`src/bcs_defs.vh`:
```
`ifndef BCS_DEFS_VH
`define BCS_DEFS_VH

// clock and time base
`define BCS_CLK_PERIOD_NS 4
`define BCS_MS_NS 1000000
`define BCS_MS_CYCLES (`BCS_MS_NS / `BCS_CLK_PERIOD_NS)
`define BCS_TENTH_MS 100
`define BCS_HOUR_S 3600
`define BCS_HOUR_TENTHS (`BCS_HOUR_S * 10)

// register offsets (byte addresses)
`define BCS_ADDR_STATUS 8'h00
`define BCS_ADDR_OPEN_CMD_DLY 8'h04
`define BCS_ADDR_DEAD_SHORT_DLY 8'h08
`define BCS_ADDR_CLOSE_CMD_DLY 8'h0c
`define BCS_ADDR_LIVE_DLY 8'h10
`define BCS_ADDR_DEAD_LONG_HRS 8'h14
`define BCS_ADDR_PULSE_MS 8'h18

// reset values: delays in tenths of a second, hours, milliseconds
`define BCS_OPEN_CMD_RST 6'h0a
`define BCS_DEAD_SHORT_RST 6'h32
`define BCS_CLOSE_CMD_RST 6'h0a
`define BCS_LIVE_RST 6'h32
`define BCS_DEAD_LONG_RST 6'h06
`define BCS_PULSE_MS_RST 8'h64

// setting limits
`define BCS_TENTH_MIN 6'h02
`define BCS_TENTH_MAX 6'h32
`define BCS_HRS_MIN 6'h01
`define BCS_HRS_MAX 6'h10
`define BCS_PULSE_MIN 8'h01

// status bit positions
`define BCS_ST_CLOSED 0
`define BCS_ST_BUSY 1
`define BCS_ST_BYPASS 2
`define BCS_ST_LIVE 3
`define BCS_ST_OPEN_CMD 4
`define BCS_ST_CLOSE_CMD 5
`define BCS_ST_INIT_DONE 6

`endif

```
`src/bcs_sequencer.v`:
```
// Added by the designer: the address-and-strobe port and the address map.
`timescale 1ns/1ps
`include "bcs_defs.vh"
// What this block does
// - close by momentary coil pulse, open by momentary reverse pulse, no holding drive
// - contactor position kept on power loss or fault, no operation issued
// - remote open needs closed contactor and open command held beyond delay
// - remote open also needs supply-live low beyond its own delay
// - local open and close accepted only while bypass switch closed
// - auto open after supply-live low beyond hours delay
// - remote close needs open contactor and close command held beyond delay
// - auto close after supply-live high beyond its delay
module bcs_sequencer #(
    parameter MS_CYCLES = `BCS_MS_CYCLES,
    parameter HOUR_TENTHS = `BCS_HOUR_TENTHS
) (
    input wire clk_sys,
    input wire rst_b,
    input wire [7:0] regAddr,
    input wire [31:0] regWrData,
    input wire regWrStrobe,
    input wire regRdStrobe,
    output reg [31:0] regRdData,
    input wire openCmd,
    input wire closeCmd,
    input wire supplyLive,
    input wire bypassClosed,
    input wire localOpen,
    input wire localClose,
    input wire contactorSense,
    output reg coilClose,
    output reg coilOpen,
    output reg contactorClosed,
    output wire coilBusy
);
    localparam ST_INIT = 2'h0;
    localparam ST_IDLE = 2'h1;
    localparam ST_CLOSE = 2'h2;
    localparam ST_OPEN = 2'h3;

    reg [1:0] state;
    reg [7:0] pulseCnt;
    reg [5:0] openCmdDly;
    reg [5:0] deadShortDly;
    reg [5:0] closeCmdDly;
    reg [5:0] liveDly;
    reg [5:0] deadLongHrs;
    reg [7:0] pulseMs;
    reg localOpenQ;
    reg localCloseQ;
    reg initDone;
    // next values of the coil sequencer
    reg [1:0] next_state;
    reg [7:0] next_pulseCnt;
    reg next_coilClose;
    reg next_coilOpen;
    reg next_contactorClosed;

    wire msTick;
    wire tenthTick;
    wire hourTick;
    wire [3:0] shortCond;
    wire [23:0] shortLimit;
    wire [3:0] shortDone;
    wire deadLongDone;
    wire localOpenEdge;
    wire localCloseEdge;
    wire wantOpen;
    wire wantClose;
    wire remoteOpenReq;
    wire autoOpenReq;
    wire localOpenReq;
    wire remoteCloseReq;
    wire autoCloseReq;
    wire localCloseReq;
    wire pulseEnd;
    wire [31:0] statusWord;

    function [5:0] clampVal;
        input [31:0] v;
        input [5:0] lo;
        input [5:0] hi;
        begin
            if (v < {26'h0, lo})
                clampVal = lo;
            else if (v > {26'h0, hi})
                clampVal = hi;
            else
                clampVal = v[5:0];
        end
    endfunction

    bcs_prescale #(
        .MS_CYCLES(MS_CYCLES),
        .TENTH_MS(`BCS_TENTH_MS),
        .HOUR_TENTHS(HOUR_TENTHS)
    ) uPrescale (
        .clk_sys(clk_sys),
        .rst_b(rst_b),
        .msTick(msTick),
        .tenthTick(tenthTick),
        .hourTick(hourTick)
    );

    // timer 0 open command, 1 supply dead short, 2 close command, 3 supply live
    assign shortCond = {supplyLive, closeCmd, ~supplyLive, openCmd};
    assign shortLimit = {liveDly, closeCmdDly, deadShortDly, openCmdDly};

    genvar i;
    generate
        for (i = 0; i < 4; i = i + 1)
        begin : gShort
            bcs_persist uTmr (
                .clk_sys(clk_sys),
                .rst_b(rst_b),
                .tick(tenthTick),
                .cond(shortCond[i]),
                .limit(shortLimit[6*i+5:6*i]),
                .expired(shortDone[i])
            );
        end
    endgenerate

    bcs_persist uDeadLong (
        .clk_sys(clk_sys),
        .rst_b(rst_b),
        .tick(hourTick),
        .cond(~supplyLive),
        .limit(deadLongHrs),
        .expired(deadLongDone)
    );

    assign localOpenEdge = localOpen & ~localOpenQ;
    assign localCloseEdge = localClose & ~localCloseQ;

    // requests per source
    assign remoteOpenReq = shortDone[0] & shortDone[1];
    assign autoOpenReq = deadLongDone;
    assign localOpenReq = localOpenEdge & bypassClosed;
    assign remoteCloseReq = shortDone[2];
    assign autoCloseReq = shortDone[3];
    assign localCloseReq = localCloseEdge & bypassClosed;

    // a request only counts when it moves the contactor to the other side
    assign wantOpen = contactorClosed & (remoteOpenReq | autoOpenReq | localOpenReq);
    assign wantClose = ~contactorClosed & (remoteCloseReq | autoCloseReq | localCloseReq);

    assign coilBusy = (state == ST_CLOSE) || (state == ST_OPEN);

    // pulse ends on the ms tick that completes the set width
    assign pulseEnd = msTick && (pulseCnt + 8'h1 >= pulseMs);

    // status word from its bit positions
    assign statusWord[31:7] = 25'h0;
    assign statusWord[`BCS_ST_CLOSED] = contactorClosed;
    assign statusWord[`BCS_ST_BUSY] = coilBusy;
    assign statusWord[`BCS_ST_BYPASS] = bypassClosed;
    assign statusWord[`BCS_ST_LIVE] = supplyLive;
    assign statusWord[`BCS_ST_OPEN_CMD] = openCmd;
    assign statusWord[`BCS_ST_CLOSE_CMD] = closeCmd;
    assign statusWord[`BCS_ST_INIT_DONE] = initDone;

    // settings registers, clamped to their legal range
    always @(posedge clk_sys or negedge rst_b)
    begin
        if (!rst_b)
        begin
            openCmdDly <= `BCS_OPEN_CMD_RST;
            deadShortDly <= `BCS_DEAD_SHORT_RST;
            closeCmdDly <= `BCS_CLOSE_CMD_RST;
            liveDly <= `BCS_LIVE_RST;
            deadLongHrs <= `BCS_DEAD_LONG_RST;
            pulseMs <= `BCS_PULSE_MS_RST;
        end
        else if (regWrStrobe)
        begin
            case (regAddr)
                `BCS_ADDR_OPEN_CMD_DLY:
                    openCmdDly <= clampVal(regWrData, `BCS_TENTH_MIN, `BCS_TENTH_MAX);
                `BCS_ADDR_DEAD_SHORT_DLY:
                    deadShortDly <= clampVal(regWrData, `BCS_TENTH_MIN, `BCS_TENTH_MAX);
                `BCS_ADDR_CLOSE_CMD_DLY:
                    closeCmdDly <= clampVal(regWrData, `BCS_TENTH_MIN, `BCS_TENTH_MAX);
                `BCS_ADDR_LIVE_DLY:
                    liveDly <= clampVal(regWrData, `BCS_TENTH_MIN, `BCS_TENTH_MAX);
                `BCS_ADDR_DEAD_LONG_HRS:
                    deadLongHrs <= clampVal(regWrData, `BCS_HRS_MIN, `BCS_HRS_MAX);
                `BCS_ADDR_PULSE_MS:
                    pulseMs <= (regWrData[7:0] < `BCS_PULSE_MIN) ? `BCS_PULSE_MIN :
                        regWrData[7:0];
                default:
                    pulseMs <= pulseMs;
            endcase
        end
    end

    // read data valid only in the cycle after the strobe
    always @(posedge clk_sys or negedge rst_b)
    begin
        if (!rst_b)
            regRdData <= 32'h0;
        else if (regRdStrobe)
        begin
            case (regAddr)
                `BCS_ADDR_STATUS:
                    regRdData <= statusWord;
                `BCS_ADDR_OPEN_CMD_DLY:
                    regRdData <= {26'h0, openCmdDly};
                `BCS_ADDR_DEAD_SHORT_DLY:
                    regRdData <= {26'h0, deadShortDly};
                `BCS_ADDR_CLOSE_CMD_DLY:
                    regRdData <= {26'h0, closeCmdDly};
                `BCS_ADDR_LIVE_DLY:
                    regRdData <= {26'h0, liveDly};
                `BCS_ADDR_DEAD_LONG_HRS:
                    regRdData <= {26'h0, deadLongHrs};
                `BCS_ADDR_PULSE_MS:
                    regRdData <= {24'h0, pulseMs};
                default:
                    regRdData <= 32'h0;
            endcase
        end
        else
            regRdData <= 32'h0;
    end

    // coil sequencer, next values
    always @*
    begin
        next_state = state;
        next_pulseCnt = pulseCnt;
        next_coilClose = coilClose;
        next_coilOpen = coilOpen;
        next_contactorClosed = contactorClosed;
        case (state)
            ST_INIT:
            begin
                // adopt the sensed position, never drive the coil here
                next_contactorClosed = contactorSense;
                next_state = ST_IDLE;
            end
            ST_IDLE:
            begin
                next_pulseCnt = 8'h0;
                if (wantOpen)
                begin
                    next_coilOpen = 1'b1;
                    next_state = ST_OPEN;
                end
                else if (wantClose)
                begin
                    next_coilClose = 1'b1;
                    next_state = ST_CLOSE;
                end
            end
            ST_CLOSE, ST_OPEN:
            begin
                // new requests are not looked at until the pulse ends
                if (msTick)
                    next_pulseCnt = pulseCnt + 8'h1;
                if (pulseEnd)
                begin
                    next_coilClose = 1'b0;
                    next_coilOpen = 1'b0;
                    next_contactorClosed = (state == ST_CLOSE);
                    next_state = ST_IDLE;
                end
            end
            default:
                next_state = ST_INIT;
        endcase
    end

    // coil sequencer registers
    always @(posedge clk_sys or negedge rst_b)
    begin
        if (!rst_b)
        begin
            state <= ST_INIT;
            pulseCnt <= 8'h0;
            coilClose <= 1'b0;
            coilOpen <= 1'b0;
            contactorClosed <= 1'b0;
            initDone <= 1'b0;
            localOpenQ <= 1'b0;
            localCloseQ <= 1'b0;
        end
        else
        begin
            state <= next_state;
            pulseCnt <= next_pulseCnt;
            coilClose <= next_coilClose;
            coilOpen <= next_coilOpen;
            contactorClosed <= next_contactorClosed;
            localOpenQ <= localOpen;
            localCloseQ <= localClose;
            if (state == ST_INIT)
                initDone <= 1'b1;
        end
    end
endmodule // bcs_sequencer

```
`src/bcs_prescale.v`:
```
`timescale 1ns/1ps
module bcs_prescale #(
    parameter MS_CYCLES = 250000,
    parameter TENTH_MS = 100,
    parameter HOUR_TENTHS = 36000
) (
    input wire clk_sys,
    input wire rst_b,
    output reg msTick,
    output reg tenthTick,
    output reg hourTick
);
    reg [31:0] cycCnt;
    reg [7:0] msCnt;
    reg [15:0] tenthCnt;

    always @(posedge clk_sys or negedge rst_b)
    begin
        if (!rst_b)
        begin
            cycCnt <= 32'h0;
            msCnt <= 8'h0;
            tenthCnt <= 16'h0;
            msTick <= 1'b0;
            tenthTick <= 1'b0;
            hourTick <= 1'b0;
        end
        else
        begin
            msTick <= 1'b0;
            tenthTick <= 1'b0;
            hourTick <= 1'b0;
            if (cycCnt == MS_CYCLES - 1)
            begin
                cycCnt <= 32'h0;
                msTick <= 1'b1;
                if (msCnt == TENTH_MS - 1)
                begin
                    msCnt <= 8'h0;
                    tenthTick <= 1'b1;
                    if (tenthCnt == HOUR_TENTHS - 1)
                    begin
                        tenthCnt <= 16'h0;
                        hourTick <= 1'b1;
                    end
                    else
                        tenthCnt <= tenthCnt + 16'h1;
                end
                else
                    msCnt <= msCnt + 8'h1;
            end
            else
                cycCnt <= cycCnt + 32'h1;
        end
    end
endmodule // bcs_prescale

```
`src/bcs_persist.v`:
```
`timescale 1ns/1ps
module bcs_persist (
    input wire clk_sys,
    input wire rst_b,
    input wire tick,
    input wire cond,
    input wire [5:0] limit,
    output wire expired
);
    reg [5:0] cnt;

    // counts ticks while cond holds, restarts from zero once broken
    always @(posedge clk_sys or negedge rst_b)
    begin
        if (!rst_b)
            cnt <= 6'h0;
        else if (!cond)
            cnt <= 6'h0;
        else if (tick && cnt != 6'h3f)
            cnt <= cnt + 6'h1;
    end

    // strictly longer than the setting
    assign expired = cond && (cnt > limit);
endmodule // bcs_persist

```
`config.mk`:
```
export PLATFORM = sky130hd
export DESIGN_NAME = bcs_sequencer
export DESIGN_NICKNAME = d
export VERILOG_FILES = /design/src/bcs_sequencer.v /design/src/bcs_prescale.v /design/src/bcs_persist.v
export VERILOG_INCLUDE_DIRS = /design/src
export SDC_FILE = /design/constraint.sdc
export NUM_CORES = 1
export LEC_CHECK = 0
export ABC_AREA = 1
export BUFFER_PORTS_ARGS = -buffer_cell sky130_fd_sc_hd__buf_4
export CAP_MARGIN = 40
export CORE_MARGIN = 8
export CORE_UTILIZATION = 50
export DETAILED_ROUTE_END_ITERATION = 10
export HOLD_SLACK_MARGIN = 0.12
export PLACE_DENSITY = 0.77
export SYNTH_ARGS = -nofsm -noshare
export SYNTH_HDL_FRONTEND = slang
export SYNTH_SLANG_ARGS = --single-unit
```
`constraint.sdc`:
```
create_clock -name clk_sys -period 4.5 [get_ports clk_sys]
set_input_delay 0.45 -clock clk_sys [delete_from_list [all_inputs] [get_ports clk_sys]]
set_output_delay 0.45 -clock clk_sys [all_outputs]
set_load 0.1 [all_outputs]
```
==> flow_summary_export.csv <==
group,metric,value,unit
placed_design,port_buffers,62,
pwr,p_clk_frac,0.462,
timing,drv_slew,0,
floorplanning,rows,49,
synthesis,synth.distinct_cells,54,
global_route,grt_pass1_wl,33.8,mm
worst_setup_path,cp.required,4.81,ns
worst_setup_path,worstPathArrival,2.64,ns
min_path,hold_class,"in -> reg",
route,num_vias,7488,
global_route,grt_pass1_vias,7126,
run,drv_cap,0,
synthesis,yosysWarningCount,0,
synthesis,yosys_register_bits,151,
floorplanning,core,0.0177,mm²
timing,maxSlewHeadroom,0.463,
worst_setup_path,cp-start-kind,"flip-flop",
synthesis,synth_edf_count,0,
timing,fin_crit_sh,0.518,
timing,fin_skew,0.00674,ns
clock_network,cts.sinks,151,
worst_setup_path,rr_worst_depth,15,
route,routedWlPerCell,14.1,µm
clock_network,insertion_delay,0.42,ns
floorplanning,die_w,150,µm
route,drtIter0Drc,539,
synthesis,syn_avg_cell_area,8.04,µm²
synthesis,synthFlopType,"dfrtp_1",
floorplanning,die_h,150,µm
clock_network,cts_tree,"yes",
timing,setup_tns,0,ns
pwr,power.share.sequential,0.458,
cells_and_area,nFillCells,1574,
synthesis,synth_common_cells,"nand2_1, inv_1, dfrtp_1, nor2_1, o21ai_0",
timing,layout_min_cycle_time,2.33,ns
placed_design,place.gp.congestion,0.909,
cells_and_area,nNetsFinal,1279,
timing,finalHoldViolations,0,
clock_network,cts_resized,0,
timing,rsz0062_at_grt,"no",
route,drc,0,
global_route,antenna_found_initial,0,
pwr,power_density,301,mW/mm²
min_path,min_path_cells,1,
clock_network,cts-root-buf,"clkbuf_16",
floorplanning,start_util,0.503,
synthesis,async_flop_share,1.00,
route,drt_first_pass_iters,5,
outcome,status,"finished, final reports clean",
global_route,overflow,0,
worst_setup_path,crit_type,"reg -> reg",
clock_network,clockBufferDepth,2,
synthesis,netlist_instances,1109,
route,viasPerCell,5.26,
placed_design,dp.cells,1390,
placed_design,dpl.hpwl,15.0,mm
clock_network,post_cts_buffers,0,
worst_setup_path,path_max_fanout,5,
clock_network,numCtsBuffers,17,
cells_and_area,fin_cells,1423,
synthesis,synth_top_area_frac,0.382,
synthesis,yosys.area.top_type,"dfrtp_1",
timing,fmax,429,MHz
pwr,power_report.internal_total,2.30,mW
global_route,grt_usage,0.186,
cells_and_area,regArea,0.00380,mm²
route,drt-total-wl,20.1,mm
clock_network,clkTransAtPathRegs,0.06,ns
synthesis,yosysSeqAreaShare,0.426,
worst_setup_path,endpoint_kind,"flip-flop",
floorplanning,dieArea,0.0224,mm²
pwr,peakVddDrop,0.270,mV
route,ant_nets,0,
synthesis,syn_area,0.00892,mm²
pwr,p_leak,4.98,nW
floorplanning,io_pins,87,
timing,tightest_slew,0.806,ns
cells_and_area,multi_input_area,0.00428,mm²
cells_and_area,area_growth_syn_to_layout,13.6,%
pwr,comb_power_share,0.080,
synthesis,synth.most_common_cell,"nand2_1",
cells_and_area,diodes,0,
clock_network,htree_levels,4,
synthesis,yosys-top-cells-area,"dfrtp_1, nand2_1, inv_1, ha_1, dfstp_2",
cells_and_area,drive_gt1_frac,0.131,
clock_network,hold_buffers,1,
timing,setup_viol,0,
global_route,grt_max_degree,85,
pwr,p_sw_frac,0.245,
pwr,p_switching,748,µW
[cell usage in the layout, fill, tap and decap left out, types with 3 or more instances in the layout]
| cell type | instances |
|---|---|
| inv_1 | 179 |
| nand2_2 | 6 |
| nor2_1 | 82 |
| clkbuf_16 | 17 |
| o21ai_2 | 6 |
| a31oi_1 | 5 |
| clkbuf_1 | 3 |
| nand3b_1 | 3 |
| xor2_1 | 33 |
| buf_4 | 63 |
| nor3_1 | 36 |
| a41oi_1 | 3 |
| nand4_1 | 27 |
| nor2_2 | 9 |
| a21oi_1 | 38 |
| conb_1 | 24 |
| inv_2 | 3 |
| o21ai_0 | 76 |
| ha_1 | 47 |
| nor4_1 | 16 |
| xnor2_1 | 8 |
| nand3_1 | 63 |
| clkinv_2 | 5 |
| dfstp_2 | 15 |
| o211ai_1 | 5 |
| o221a_2 | 3 |
| clkbuf_8 | 3 |
| nor2_4 | 6 |
| o22ai_1 | 15 |
| dfrtp_1 | 136 |
| o21ai_1 | 4 |
| or2_2 | 3 |
| nand2_1 | 218 |
[logic make-up (layout without fill, tap and decap cells)]
group                    count (synthesis)  after routing  synth area share
other                                    1             24          0.000421
multiplexers                             1              1           0.00112
AO/OA/AOI/OAI                          165            165             0.106
AND/OR/NAND/NOR                        485            485             0.257
XOR/XNOR                                41             41            0.0403
adder cells (fa/ha/maj)                 47             47            0.0659
buffers and inverters                  218            280             0.104
flip-flops                             151            151             0.426
[through the flow]
stage / power, mW / instance area, µm² / hold slack (ns) / util / setup WS (ns)
2_1_floorplan: 1.59 / 9000 / 0.154 / - / 2.42
3_3_place_gp: 1.66 / 9540 / 0.463 / 0.538 / 2.26
3_5_place_dp: 1.66 / 9540 / 0.464 / 0.538 / 2.18
4_1_cts: 3.07 / 10100 / 0.137 / 0.571 / 2.17
5_1_grt: 3.16 / 10100 / 0.134 / 0.571 / 1.83
6_report: 3.05 / 10100 / 0.151 / 0.571 / 2.17
[path summary, 6_finish.rpt]
| path | startpoint | slack, ns | end |
|---|---|---|---|
| max | pulseCnt[0]$_DFFE_PN0P_ | 2.17 | state[0]$_DFFE_PN0P_ |
| min | localClose | 0.15 | localCloseQ$_DFF_PN0_ |
| max reg2reg | pulseCnt[0]$_DFFE_PN0P_ | 2.17 | state[0]$_DFFE_PN0P_ |
| min reg2reg | closeCmdDly[3]$_DFFE_PN1P_ | 0.48 | closeCmdDly[3]$_DFFE_PN1P_ |
| max in group asynchronous | rst_b | 2.79 | gShort[2].uTmr.cnt[1]$_DFFE_PN0P_ |
| min in group asynchronous | rst_b | 0.63 | gShort[0].uTmr.cnt[1]$_DFFE_PN0P_ |
[power by group through the flow]
stage                     clock network, mW  registers, mW  logic [mW]
after global placement                    0           1.42       0.237
after floorplan                           0           1.42       0.167
after global routing                   1.49           1.40       0.269
after CTS                              1.43           1.40       0.246
final                                  1.41           1.40       0.244
after detailed placement                  0           1.42       0.243
[final cells by class]
type | count | area share
Timing Repair Buffer | 65 | 0.0488
Clock buffer | 23 | 0.0472
Clock inverter | 9 | 0.0100
Multi-Input combinational cell | 763 | 0.423
Inverter | 183 | 0.0678
Sequential cell | 151 | 0.375
Tap cell | 229 | 0.0283
[critical path, cell delays in order (launching register included)]
cell,delay [ns]
dfrtp_1,0.41
nand3_1,0.15
nor3_1,0.22
nand2_1,0.10
xor2_1,0.18
inv_1,0.06
ha_1,0.29
nand2_1,0.07
nor2_1,0.13
nand4_1,0.09
o2111ai_1,0.14
nand2_1,0.08
nand2_1,0.13
nand2_1,0.07
nand2_1,0.05
nand2_1,0.04
[flip-flops by register name, summed over array words and instances (netlist names), 2 cells and up]
name / flops
deadShortDly: 6
gShort.uTmr.cnt: 24
liveDly: 6
pulseMs: 8
state: 2
uDeadLong.cnt: 6
uPrescale.tenthCnt: 16
uPrescale.msCnt: 8
closeCmdDly: 6
pulseCnt: 8
uPrescale.cycCnt: 32
regRdData: 8
openCmdDly: 6
deadLongHrs: 6
[metal layers]
layer	vias up	routed length, µm	global-route usage
met5	-	0	0
met4	0	481	0.0692
met3	34	1350	0.0502
met2	207	9410	0.299
met1	3502	8820	0.234
li1	3745	-	-
Note: power is estimated with default switching activity, not from simulation.
